### src/asr_pkg.sv
/*
  Shared constants, register map and carrier types of the asynchronous serial receiver.
  Assumes a single 40 MHz system clock; all users import this package whole.
*/
package asr_pkg;

  // Bus geometry
  localparam int unsigned ADDR_W = 4;
  localparam int unsigned DATA_W = 32;

  // Register byte addresses
  localparam logic [ADDR_W-1:0] OFS_CTRL   = 4'h0;
  localparam logic [ADDR_W-1:0] OFS_DATA   = 4'h4;
  localparam logic [ADDR_W-1:0] OFS_STATUS = 4'h8;
  localparam logic [ADDR_W-1:0] OFS_MASK   = 4'hC;

  // Control register fields
  localparam int unsigned CTL_CONT_RX = 0;
  localparam int unsigned CTL_SYNC    = 1;
  localparam int unsigned CTL_PORT_EN = 2;
  localparam int unsigned CTL_NINE = 3;
  localparam int unsigned CTL_W    = 4;
  localparam logic [CTL_W-1:0] CTL_RST = 4'h0;

  // Data register fields: bit 9 carries the framing error of that character
  localparam int unsigned DAT_FERR = 9;

  // Status register fields (sticky, write one to clear except the level bits)
  localparam int unsigned ST_RXIF = 0;
  localparam int unsigned ST_OERR = 1;
  localparam int unsigned ST_FERR = 2;
  localparam int unsigned ST_W    = 3;
  localparam logic [ST_W-1:0] ST_RST = 3'h0;

  // Timing: oversampling ratio and default clocks per baud tick; then FIFO depth and character width
  localparam int unsigned OVERSAMPLE  = 16;
  localparam int unsigned HALF_BIT    = OVERSAMPLE / 2;
  localparam int unsigned BAUD_DIV    = 22;
  localparam int unsigned FIFO_DEPTH  = 2;
  localparam int unsigned CHAR_W      = 9;

  // One finished character leaving the shifter
  typedef struct packed {
    logic              ferr;
    logic [CHAR_W-1:0] data;
  } asr_char_t;

endpackage

### src/asr_rx.sv
/*
  Asynchronous serial receiver with an Avalon-MM register slave.
  Assumes RX_PIN_IN is already synchronous to SYS_CLK_IN; the baud divider is a parameter.
*/
`timescale 1ns/100ps
module asr_rx
  import asr_pkg::*;
#(
  parameter int unsigned CLK_PER_TICK = asr_pkg::BAUD_DIV
) (
  // Clock and reset
  input  wire logic                      SYS_CLK_IN,
  input  wire logic                      RST_N_IN,
  // Serial line
  input  wire logic                      RX_PIN_IN,
  // Avalon-MM slave
  input  wire logic [asr_pkg::ADDR_W-1:0] AVS_ADDRESS_IN,
  input  wire logic                      AVS_READ_IN,
  input  wire logic                      AVS_WRITE_IN,
  input  wire logic [asr_pkg::DATA_W-1:0] AVS_WRITEDATA_IN,
  output logic      [asr_pkg::DATA_W-1:0] AVS_READDATA_OUT,
  output logic                           AVS_WAITREQUEST_OUT,
  // Interrupt
  output logic                           IRQ_OUT
);
  import asr_pkg::*;

  typedef enum logic [2:0] {
    ASR_IDLE  = 3'b000,
    ASR_START = 3'b001,
    ASR_DATA  = 3'b011,
    ASR_STOP  = 3'b010
  } asr_state_t;

  localparam int unsigned TW = $clog2(CLK_PER_TICK);

  asr_state_t         state_ff;
  logic [TW-1:0]      tdiv_ff;
  logic               tick;
  logic [3:0]         sub_ff;
  logic [3:0]         bitn_ff;
  logic [2:0]         smp_ff;
  logic               rx_d_ff;
  logic [CHAR_W-1:0]  receive_shift_register_ff;
  logic [CTL_W-1:0]   ctrl_ff;
  logic [ST_W-1:0]    mask_ff;
  logic               oerr_ff;
  logic               ferr_ff;
  logic               ack_ff;
  logic               rx_en;
  logic               majority;
  logic               done;
  logic               push;
  logic               pop;
  logic               fifo_empty;
  logic               fifo_full;
  logic [ST_W-1:0]    status;
  asr_char_t          push_char;
  asr_char_t          head_char;

  assign rx_en    = ctrl_ff[CTL_CONT_RX] && !ctrl_ff[CTL_SYNC] && ctrl_ff[CTL_PORT_EN];
  assign majority = (smp_ff[0] & smp_ff[1]) | (smp_ff[1] & smp_ff[2]) | (smp_ff[0] & smp_ff[2]);

  // Baud tick generator at sixteen ticks per bit
  always_ff @(posedge SYS_CLK_IN) begin
    if (!RST_N_IN || !rx_en) begin
      tdiv_ff <= '0;
    end else if (tdiv_ff == TW'(CLK_PER_TICK-1)) begin
      tdiv_ff <= '0;
    end else begin
      tdiv_ff <= tdiv_ff + TW'(1);
    end
  end
  assign tick = rx_en && (tdiv_ff == TW'(CLK_PER_TICK-1));

  always_ff @(posedge SYS_CLK_IN) begin
    if (!RST_N_IN) begin
      rx_d_ff <= 1'b1;
    end else begin
      rx_d_ff <= RX_PIN_IN;
    end
  end

  // Three samples around mid-bit feed the majority vote
  always_ff @(posedge SYS_CLK_IN) begin
    if (!RST_N_IN) begin
      smp_ff <= 3'h7;
    end else if (tick) begin
      smp_ff <= {smp_ff[1:0], RX_PIN_IN};
    end
  end

  assign done = tick && (state_ff == ASR_STOP) && (sub_ff == 4'(OVERSAMPLE-1));

  // Receive state machine
  always_ff @(posedge SYS_CLK_IN) begin
    if (!RST_N_IN || !rx_en) begin
      state_ff <= ASR_IDLE;
      sub_ff   <= '0;
      bitn_ff  <= '0;
    end else begin
      unique case (state_ff)
        ASR_IDLE: begin
          // Overrun blocks new characters until software clears it
          if (rx_d_ff && !RX_PIN_IN && !oerr_ff) begin
            state_ff <= ASR_START;
            sub_ff   <= '0;
          end
        end
        ASR_START: begin
          if (tick) begin
            sub_ff <= sub_ff + 4'h1;
            if (sub_ff == 4'(HALF_BIT-1)) begin
              sub_ff   <= '0;
              bitn_ff  <= '0;
              state_ff <= majority ? ASR_IDLE : ASR_DATA;
            end
          end
        end
        ASR_DATA: begin
          if (tick) begin
            sub_ff <= sub_ff + 4'h1;
            if (sub_ff == 4'(OVERSAMPLE-1)) begin
              sub_ff  <= '0;
              bitn_ff <= bitn_ff + 4'h1;
              if (bitn_ff == (ctrl_ff[CTL_NINE] ? 4'(CHAR_W-1) : 4'(CHAR_W-2))) begin
                state_ff <= ASR_STOP;
              end
            end
          end
        end
        ASR_STOP: begin
          if (tick) begin
            sub_ff <= sub_ff + 4'h1;
            if (done) begin
              state_ff <= ASR_IDLE;
            end
          end
        end
        default: state_ff <= ASR_IDLE;
      endcase
    end
  end

  // Receive shift register fills LSB first at the bit rate
  always_ff @(posedge SYS_CLK_IN) begin
    if (!RST_N_IN) begin
      receive_shift_register_ff <= '0;
    end else if (tick && state_ff == ASR_DATA && sub_ff == 4'(OVERSAMPLE-1)) begin
      receive_shift_register_ff <= {majority, receive_shift_register_ff[CHAR_W-1:1]};
    end
  end

  always_comb begin
    push_char.ferr = !majority;
    if (ctrl_ff[CTL_NINE]) begin
      push_char.data = receive_shift_register_ff;
    end else begin
      push_char.data = {1'b0, receive_shift_register_ff[CHAR_W-1:1]};
    end
  end

  assign push = done && !fifo_full;

  asr_fifo #(
    .DEPTH (FIFO_DEPTH)
  ) u_fifo (
    .clk_in    (SYS_CLK_IN),
    .rst_n_in  (RST_N_IN),
    .push_in   (push),
    .wdata_in  (push_char),
    .pop_in    (pop),
    .rdata_out (head_char),
    .empty_out (fifo_empty),
    .full_out  (fifo_full)
  );

  // Overrun: character completes with FIFO full; set wins over clear
  always_ff @(posedge SYS_CLK_IN) begin
    if (!RST_N_IN) begin
      oerr_ff <= 1'b0;
    end else if (done && fifo_full) begin
      oerr_ff <= 1'b1;
    end else if (ack_ff && AVS_WRITE_IN && AVS_ADDRESS_IN == OFS_STATUS && AVS_WRITEDATA_IN[ST_OERR]) begin
      oerr_ff <= 1'b0;
    end
  end

  // Framing error sticky; also carried per character in the data register
  always_ff @(posedge SYS_CLK_IN) begin
    if (!RST_N_IN) begin
      ferr_ff <= 1'b0;
    end else if (push && push_char.ferr) begin
      ferr_ff <= 1'b1;
    end else if (ack_ff && AVS_WRITE_IN && AVS_ADDRESS_IN == OFS_STATUS && AVS_WRITEDATA_IN[ST_FERR]) begin
      ferr_ff <= 1'b0;
    end
  end

  // Receive flag is a level that tracks unread characters
  assign status = {ferr_ff, oerr_ff, !fifo_empty};

  // Avalon slave: one wait state, answer on the second cycle of a request
  always_ff @(posedge SYS_CLK_IN) begin
    if (!RST_N_IN) begin
      ack_ff <= 1'b0;
    end else begin
      ack_ff <= (AVS_READ_IN || AVS_WRITE_IN) && !ack_ff;
    end
  end

  always_ff @(posedge SYS_CLK_IN) begin
    if (!RST_N_IN) begin
      AVS_WAITREQUEST_OUT <= 1'b1;
    end else begin
      AVS_WAITREQUEST_OUT <= !((AVS_READ_IN || AVS_WRITE_IN) && !ack_ff);
    end
  end

  // Pop at the edge that captures the head, so a character landing in the wait state is not lost
  assign pop = AVS_READ_IN && !ack_ff && AVS_ADDRESS_IN == OFS_DATA;

  always_ff @(posedge SYS_CLK_IN) begin
    if (!RST_N_IN) begin
      ctrl_ff <= CTL_RST;
      mask_ff <= ST_RST;
    end else if (ack_ff && AVS_WRITE_IN) begin
      if (AVS_ADDRESS_IN == OFS_CTRL) begin
        ctrl_ff <= AVS_WRITEDATA_IN[CTL_W-1:0];
      end
      if (AVS_ADDRESS_IN == OFS_MASK) begin
        mask_ff <= AVS_WRITEDATA_IN[ST_W-1:0];
      end
    end
  end

  // Read data registered while waitrequest is high, stands at the accept edge
  always_ff @(posedge SYS_CLK_IN) begin
    if (!RST_N_IN) begin
      AVS_READDATA_OUT <= '0;
    end else if (AVS_READ_IN && !ack_ff) begin
      unique case (AVS_ADDRESS_IN)
        OFS_CTRL:   AVS_READDATA_OUT <= DATA_W'(ctrl_ff);
        OFS_DATA:   AVS_READDATA_OUT <= fifo_empty ? '0 : DATA_W'({head_char.ferr, head_char.data});
        OFS_STATUS: AVS_READDATA_OUT <= DATA_W'(status);
        OFS_MASK:   AVS_READDATA_OUT <= DATA_W'(mask_ff);
        default:    AVS_READDATA_OUT <= '0;
      endcase
    end
  end

  always_ff @(posedge SYS_CLK_IN) begin
    if (!RST_N_IN) begin
      IRQ_OUT <= 1'b0;
    end else begin
      IRQ_OUT <= |(status & mask_ff);
    end
  end

  // Checks
  property p_en_gate;
    @(posedge SYS_CLK_IN) disable iff (!RST_N_IN)
      !rx_en |=> state_ff == ASR_IDLE;
  endproperty
  a_en_gate: assert property (p_en_gate) else $error("receiver active while disabled");

  property p_start;
    @(posedge SYS_CLK_IN) disable iff (!RST_N_IN)
      (state_ff == ASR_IDLE && rx_en && rx_d_ff && !RX_PIN_IN && !oerr_ff) |=> state_ff == ASR_START;
  endproperty
  a_start: assert property (p_start) else $error("falling edge did not start reception");

  property p_false_start;
    @(posedge SYS_CLK_IN) disable iff (!RST_N_IN)
      (state_ff == ASR_START && tick && sub_ff == 4'(HALF_BIT-1) && majority) |=>
        state_ff == ASR_IDLE && !$rose(oerr_ff) && !$rose(ferr_ff);
  endproperty
  a_false_start: assert property (p_false_start) else $error("false start not aborted");

  property p_half;
    @(posedge SYS_CLK_IN) disable iff (!RST_N_IN)
      (state_ff == ASR_START && $changed(state_ff)) |-> sub_ff == 4'h0;
  endproperty
  a_half: assert property (p_half) else $error("start count not reset");

  property p_push;
    @(posedge SYS_CLK_IN) disable iff (!RST_N_IN)
      (done && !fifo_full) |=> !fifo_empty && status[ST_RXIF];
  endproperty
  a_push: assert property (p_push) else $error("character not stored");

  property p_ovr;
    @(posedge SYS_CLK_IN) disable iff (!RST_N_IN)
      (done && fifo_full) |-> !push ##1 oerr_ff;
  endproperty
  a_ovr: assert property (p_ovr) else $error("overrun not flagged");

  property p_ovr_block;
    @(posedge SYS_CLK_IN) disable iff (!RST_N_IN)
      (oerr_ff && state_ff == ASR_IDLE) |=> state_ff == ASR_IDLE;
  endproperty
  a_ovr_block: assert property (p_ovr_block) else $error("reception during overrun");

  property p_flag;
    @(posedge SYS_CLK_IN) disable iff (!RST_N_IN)
      pop ##1 (fifo_empty && !(|(status[ST_W-1:1] & mask_ff[ST_W-1:1]))) |-> !status[ST_RXIF] ##1 !IRQ_OUT;
  endproperty
  a_flag: assert property (p_flag) else $error("receive flag stuck");

  property p_stop;
    @(posedge SYS_CLK_IN) disable iff (!RST_N_IN)
      (push && !majority) |=> ferr_ff;
  endproperty
  a_stop: assert property (p_stop) else $error("framing error lost");
endmodule

### src/asr_fifo.sv
/*
  Two-entry character FIFO between the shifter and the data register.
  Assumes the writer checks full itself; a push while full is dropped.
*/
`timescale 1ns/100ps
module asr_fifo
  import asr_pkg::*;
#(
  parameter int unsigned DEPTH = asr_pkg::FIFO_DEPTH
) (
  // Clock and reset
  input  wire logic              clk_in,
  input  wire logic              rst_n_in,
  // Write side
  input  wire logic              push_in,
  input  asr_pkg::asr_char_t     wdata_in,
  // Read side
  input  wire logic              pop_in,
  output asr_pkg::asr_char_t     rdata_out,
  output logic                   empty_out,
  output logic                   full_out
);
  import asr_pkg::*;

  localparam int unsigned PW = $clog2(DEPTH);

  asr_char_t        mem_ff [DEPTH];
  logic [PW-1:0]    wp_ff;
  logic [PW-1:0]    rp_ff;
  logic [PW:0]      cnt_ff;
  logic             do_push;
  logic             do_pop;

  assign empty_out = (cnt_ff == '0);
  assign full_out  = (cnt_ff == (PW+1)'(DEPTH));
  assign do_push   = push_in && !full_out;
  assign do_pop    = pop_in && !empty_out;
  assign rdata_out = mem_ff[rp_ff];

  function automatic logic [PW-1:0] nxt_ptr(input logic [PW-1:0] p);
    return (p == PW'(DEPTH-1)) ? '0 : p + PW'(1);
  endfunction

  always_ff @(posedge clk_in) begin
    if (do_push) begin
      mem_ff[wp_ff] <= wdata_in;
    end
  end

  always_ff @(posedge clk_in) begin
    if (!rst_n_in) begin
      wp_ff  <= '0;
      rp_ff  <= '0;
      cnt_ff <= '0;
    end else begin
      if (do_push) begin
        wp_ff <= nxt_ptr(wp_ff);
      end
      if (do_pop) begin
        rp_ff <= nxt_ptr(rp_ff);
      end
      cnt_ff <= cnt_ff + (PW+1)'(do_push) - (PW+1)'(do_pop);
    end
  end
endmodule

### config.mk
export PLATFORM = sky130hd
export DESIGN_NAME = asr_rx
export DESIGN_NICKNAME = d
export VERILOG_FILES = /design/src/asr_pkg.sv /design/src/asr_rx.sv /design/src/asr_fifo.sv
export SDC_FILE = /design/constraint.sdc
export NUM_CORES = 1
export LEC_CHECK = 0
export ABC_CLOCK_PERIOD_IN_PS = 3490
export BUFFER_PORTS_ARGS = -buffer_cell sky130_fd_sc_hd__buf_2
export CORE_ASPECT_RATIO = 2
export CORE_MARGIN = 2
export CORE_UTILIZATION = 61
export CTS_BUF_LIST = sky130_fd_sc_hd__clkbuf_8
export CTS_CLUSTER_DIAMETER = 150
export DETAILED_ROUTE_END_ITERATION = 6
export GPL_TIMING_DRIVEN = 0
export HOLD_SLACK_MARGIN = 0.06
export PLACE_DENSITY = 0.88
export SKIP_CTS_REPAIR_TIMING = 1
export SLEW_MARGIN = 10
export SYNTH_ARGS = -nofsm -noshare
export SYNTH_HDL_FRONTEND = slang
export SYNTH_SLANG_ARGS = --single-unit
### constraint.sdc
create_clock -name SYS_CLK_IN -period 3.49 [get_ports SYS_CLK_IN]
set_clock_uncertainty 0.2 [all_clocks]
set_input_delay 0 -clock SYS_CLK_IN [delete_from_list [all_inputs] [get_ports SYS_CLK_IN]]
set_output_delay 0 -clock SYS_CLK_IN [all_outputs]
set_load 0.005 [all_outputs]
==> flow_summary.ini, run 1 <==
[detailed_routing]
drc_errors = 0
wl_um = 7653
drt_iter0_drc = 117
ant_nets = 0
avgViaCountPerCell = 5.722
wl_per_cell_um = 15.98
vias = 2741
firstDrtPassIters = 6

[clock_network]
clock_latency_ns = 0.36
clkTransAtPathRegs_ns = 0.08
cts_buffer_depth = 2
cts_buffers = 9
cts.sinks = 75
tritoncts = yes
cts_root_buffer = clkbuf_8
htree_levels = 3

[placement]
placedInstanceArea_um2 = 3815
dpl.hpwl_um = 5258
place_congestion = 0.8908
port_buffers = 22
dp.cells = 447

[timing]
finalHoldViolCount = 0
period_share = 0.7090
slew_headroom = 0.5272
min_period_ns = 2.474
tns_ns = 0
rsz0062_at_grt = false
slew_violations = 0
fmax_ghz = 0.4042
worst_pin_slew_ns = 0.7092
setup_violations = 0

[logic_synthesis]
ys_warn_count = 0
postSynthAreaPerCell_um2 = 10.35
synthTopCellsByArea = dfxtp_1 31%, edfxtp_1 17%, mux2i_1 7.3%, buf_4 5.1%, nor2_1 4.3%
syn_area_um2 = 3550
yosysSeqAreaShare = 0.4794
ys_ff_latch = 75
synth_enable_flop_cells = 20
synthFlopType = dfxtp_1
netlist_instances = 343
synth_top_area_share = 0.3102
synth_top_area_cell = dfxtp_1
async_flop_share = 0
synth.distinct_cells = 60

[final_layout]
fin_nets = 460
antennaDiodeCount = 0
final_cell_mix = 55 x dfxtp_1, 41 x nor2_1, 26 x buf_2, 26 x mux2i_1, 24 x buf_4
drive_gt1_frac = 0.2344
area_growth_pct = 18.08
stdcell_area_um2 = 4192
mostFrequentLayoutCell = dfxtp_1
stdcell_count = 479

[power]
p_leak_nw = 1.737
cellPowerDensity_nw_per_um2 = 406.8
peakVddDrop_mv = 0.4121

[critical_path]
crit_buf_inv = 3
crit_required_ns = 3.51
reg2reg_slack_ns = 1.03
cpLargestDelayFamily = buffers and inverters
end_kind = flop
crit_slowest_cell = dlygate4sd3_1
critPathMaxStageDelay_ns = 0.60
path_common_cell = dlygate4sd3_1
cp_max_fo = 4
worstPathCellList = dlygate4sd3_1, buf_2, nor4bb_1, nand3_1, mux2i_1, dlygate4sd3_1, nor2_1
crit_arrival_ns = 2.49
critPathLaunchType = input port
path_class = input port to flop

[grt]
grt_remaining_overflow = 0
grt_pass1_vias = 2656
grt_first_pass_wirelength_um = 12120
grt_antenna_before_repair = 0
grt_max_degree = 14
grt_util_all_layers = 0.2431

[job]
drv_cap = 0

[floorplan]
die-area_um2 = 6482
pin_count = 75
die_height_um = 111.9
dieWidth_um = 57.94
start_util = 0.6271
rows = 39
core-area_um2 = 5660

[worst_hold_path]
min_path_type = input port to flop

[outcome]
status = completed
[area by class of cell]
cell class / instances / area, um2
clock inverter: 7 / 92.59
clock buffer: 9 / 123.9
sequential: 75 / 1702
multi-input combinational: 242 / 1639
timing repair buffer: 38 / 270.3
buffer: 37 / 250.2
tap: 61 / 76.32
fill: 386 / 1469
inverter: 10 / 37.54
[worst register-to-register path, stage by stage, from the launching register on]
cell and delay (ns):
dfxtp_1 0.38, ha_1 0.24, nand4_1 0.21, nor4_2 0.54, and3_1 0.53
[report_power, final]
part	total, W	leakage, nW	internal (W)	switching (W)
sequential	0.000892	0.620	0.000890	0.00000187
combinational	0.0000869	1.01	0.0000426	0.0000443
clock	0.000726	0.103	0.000399	0.000327
total	0.00171	1.74	0.00133	0.000373
[synth_stat cells, types with 2 or more instances]
cell / number
xnor2_1: 4
mux2_2: 11
and2_1: 4
a21oi_1: 19
nand4b_1: 4
inv_1: 9
nor4_2: 7
o211a_1: 2
ha_1: 6
buf_2: 4
o31ai_1: 3
nand3b_1: 2
a22o_1: 2
xor2_1: 3
or2_2: 3
nor4_1: 2
o21ai_0: 2
or3_1: 3
nand3_1: 14
a21o_1: 2
o21ai_1: 2
nor2_1: 41
nor3_2: 4
mux2i_1: 26
nand2_1: 18
buf_1: 2
nand2b_1: 4
edfxtp_1: 20
nand4_1: 4
buf_6: 2
clkbuf_1: 4
and3_1: 3
dfxtp_1: 55
buf_4: 24
a221oi_1: 3
[registers in the layout (all words and copies together), names as in the netlist, 2 cells and up, named ones only]
register / count
u_fifo.mem_ff: 20
AVS_READDATA_OUT: 10
receive_shift_register_ff: 9
tdiv_ff: 5
bitn_ff: 4
ctrl_ff: 4
sub_ff: 4
mask_ff: 3
smp_ff: 3
state_ff: 2
u_fifo.cnt_ff: 2
[cells by family after synthesis]
| family | share of synthesized area |
|---|---|
| xor gates and xnor gates | 0.01727 |
| AOI/OAI and AO/OA | 0.08390 |
| muxes | 0.1082 |
| other | 0.001056 |
| and+or+nand+nor | 0.2051 |
| DFF | 0.4794 |
| buffers and inverters | 0.08107 |
| adders and majority gates | 0.02397 |
[path summary, 6_finish.rpt]
check,startpoint,endpoint,depth (start not counted)
worst max-delay path,AVS_ADDRESS_IN[1],mask_ff[2],7
worst min-delay path,RX_PIN_IN,smp_ff[0],4
worst max register to register,sub_ff[0],u_fifo.mem_ff[1][1],4
worst min register to register,AVS_READDATA_OUT[2],AVS_READDATA_OUT[2],2
[routing by layer]
metal | track usage | up-vias | share of wire
met3 | 0.05343 | 25 | 0.043
met5 | 0 | - | 0
met1 | 0.2415 | 1302 | 0.34
li1 | - | 1330 | -
met2 | 0.4515 | 84 | 0.58
met4 | 0.1178 | 0 | 0.035
[metrics by stage]
step	util	power [W]	setup WS [ns]	hold slack, ns
3_5_place_dp	0.6740	0.0009832	1.060	0.03171
2_1_floorplan	-	0.0009634	1.347	-0.1282
6_report	0.7405	0.001705	1.016	0.2267
3_3_place_gp	0.6740	0.0009818	1.101	0.01541
5_1_grt	0.7405	0.001761	0.8619	0.2250
4_1_cts	0.7122	0.001701	1.049	-0.3507
No activity file was read; power rests on OpenSTA's default activity.
==> run 2: changes to the inputs <==
--- a/config.mk
+++ b/config.mk
@@ -5,17 +5,17 @@
 export SDC_FILE = /design/constraint.sdc
 export NUM_CORES = 1
 export LEC_CHECK = 0
-export ABC_CLOCK_PERIOD_IN_PS = 3490
+export ABC_CLOCK_PERIOD_IN_PS = 2400
 export BUFFER_PORTS_ARGS = -buffer_cell sky130_fd_sc_hd__buf_2
 export CORE_ASPECT_RATIO = 2
 export CORE_MARGIN = 2
-export CORE_UTILIZATION = 61
+export CORE_UTILIZATION = 56
 export CTS_BUF_LIST = sky130_fd_sc_hd__clkbuf_8
 export CTS_CLUSTER_DIAMETER = 150
 export DETAILED_ROUTE_END_ITERATION = 6
 export GPL_TIMING_DRIVEN = 0
 export HOLD_SLACK_MARGIN = 0.06
-export PLACE_DENSITY = 0.88
+export PLACE_DENSITY = 0.82
 export SKIP_CTS_REPAIR_TIMING = 1
 export SLEW_MARGIN = 10
 export SYNTH_ARGS = -nofsm -noshare
==> constraint.sdc (replaced) <==
create_clock -name SYS_CLK_IN -period 2.4 [get_ports SYS_CLK_IN]
set_clock_uncertainty 0.2 [all_clocks]
set_input_delay 0 -clock SYS_CLK_IN [delete_from_list [all_inputs] [get_ports SYS_CLK_IN]]
set_output_delay 0 -clock SYS_CLK_IN [all_outputs]
set_load 0.005 [all_outputs]
==> run 2 against run 1 <==
  * Sequential share of layout area down 0.38 points
  * Routed wire length down 5.1%
  * Combinational power up 42%
  * Clock-buffer cell count unchanged
==> flow_summary.ini, run 2 (synthesized netlist as in run 1, its figures left out) <==
[floorplan]
dieWidth_um = 60.30
die_height_um = 116.6
die-area_um2 = 7030
rows = 41
start_util = 0.5719
pin_count = 75
core-area_um2 = 6207

[timing]
period_share = 0.9547
worst_pin_slew_ns = 0.6653
setup_violations = 0
slew_headroom = 0.5565
min_period_ns = 2.291
fmax_ghz = 0.4364
finalHoldViolCount = 0
slew_violations = 0

[grt]
use_met3 = 0.04983
grt_max_degree = 15
grt_first_pass_wirelength_um = 11790
grt_util_all_layers = 0.2219
grtUsageMet1 = 0.2569
grt_pass1_vias = 2594
grt-busiest-layer = met2
use_met2 = 0.3681
grt_antenna_before_repair = 0
grt_remaining_overflow = 0

[critical_path]
worstPathCellList = ha_1, nand4_1, nor4_4, and3_1
cp_max_fo = 10
crit_buf_inv = 0
critPathLaunchType = flop
critPathMaxStageDelay_ns = 0.52
path_class = flop to flop
end_kind = flop
crit_required_ns = 2.20
cpLargestDelayFamily = simple AND/OR/NAND/NOR gates
crit_slowest_cell = and3_1
crit_arrival_ns = 2.09

[placement]
placedInstanceArea_um2 = 3846
dpl.hpwl_um = 5126
place_congestion = 0.8663
dp.cells = 472
port_buffers = 22

[final_layout]
mostFrequentLayoutCell = dfxtp_1
fin_nets = 460
final_util = 0.6827
reg.largest.list = u_fifo.mem_ff: 20 flops, AVS_READDATA_OUT: 10 flops, receive_shift_register_ff: 9 flops
largest_reg_flops = 20
area_growth_pct = 19.39
regMostFlops = u_fifo.mem_ff
stdcell_count = 504
stdcell_area_um2 = 4238
drive_gt1_frac = 0.2560
final_cell_mix = 53 x dfxtp_1, 41 x nor2_1, 26 x buf_2, 26 x buf_4, 26 x mux2i_1
antennaDiodeCount = 0

[detailed_routing]
vias = 2690
drc_errors = 0
ant_nets = 0
drt_iter0_drc = 171
wl_um = 7262
avgViaCountPerCell = 5.337
firstDrtPassIters = 4
wl_per_cell_um = 14.41

[clock_network]
tritoncts = yes
htree_levels = 3
cts_buffers = 9
clock_latency_ns = 0.35
cts_buffer_depth = 2
clkTransAtPathRegs_ns = 0.08
cts_root_buffer = clkbuf_8
cts.sinks = 75

[power]
peakVddDrop_mv = 0.6384
p_leak_nw = 1.734
cellPowerDensity_nw_per_um2 = 563.5
power_w = 0.002388

[worst_hold_path]
min_path_type = input port to flop

[job]
drv_cap = 0

[outcome]
status = completed
run 2: cell count changes in the layout (fill, tap and decap cells not counted), moves of 2 or more:
cell	change
inv_6	+2
dfxtp_1	-2
dlygate4sd3_1	-2
buf_4	+2
ha_1	-2
dfxtp_2	+2
run 2: worst paths after layout:
| path | from | endpoint | slack (ns) | cells after the start |
|---|---|---|---|---|
| max | sub_ff[0] | u_fifo.mem_ff[1][6] | 0.11 | 4 |
| min | RX_PIN_IN | smp_ff[0] | 0.24 | 4 |
| max reg2reg | sub_ff[0] | u_fifo.mem_ff[1][6] | 0.11 | 4 |
| min reg2reg | tdiv_ff[0] | tdiv_ff[0] | 0.25 | 1 |
run 2: power breakdown:
| group | switching [W] | internal (W) |
|---|---|---|
| combinational | 0.0000617 | 0.0000615 |
| sequential | 0.00000297 | 0.00129 |
| clock | 0.000481 | 0.000486 |
run 2: area by class of cell:
type | count | area [um2]
buffer | 37 | 250.2
clock buffer | 9 | 123.9
clock inverter | 7 | 76.32
fill | 475 | 1969
inverter | 10 | 37.54
multi-input combinational | 242 | 1673
sequential | 75 | 1704
tap | 86 | 107.6
timing repair buffer | 38 | 265.3
run 2: stage by stage:
stage	TNS, ns	hold slack, ns	setup WS (ns)
global placement	-0.3751	0.03403	-0.03782
finish	0	0.2401	0.1088
global route	-0.06144	0.2765	-0.009017
detailed placement	-1.479	0.03809	-0.08311
CTS	-2.395	-0.3258	-0.1205
floorplan	0	-0.1282	0.2573
run 2: metal layers:
| layer | vias up | part of all wire |
|---|---|---|
| li1 | 1325 | - |
| met1 | 1256 | 0.41 |
| met2 | 83 | 0.50 |
| met3 | 26 | 0.047 |
| met4 | 0 | 0.041 |
| met5 | - | 0 |
run 2: worst reg2reg max path, stage by stage (launching register included):
cell,delay (ns)
dfxtp_1,0.39
ha_1,0.28
nand4_1,0.22
nor4_4,0.34
and3_1,0.52
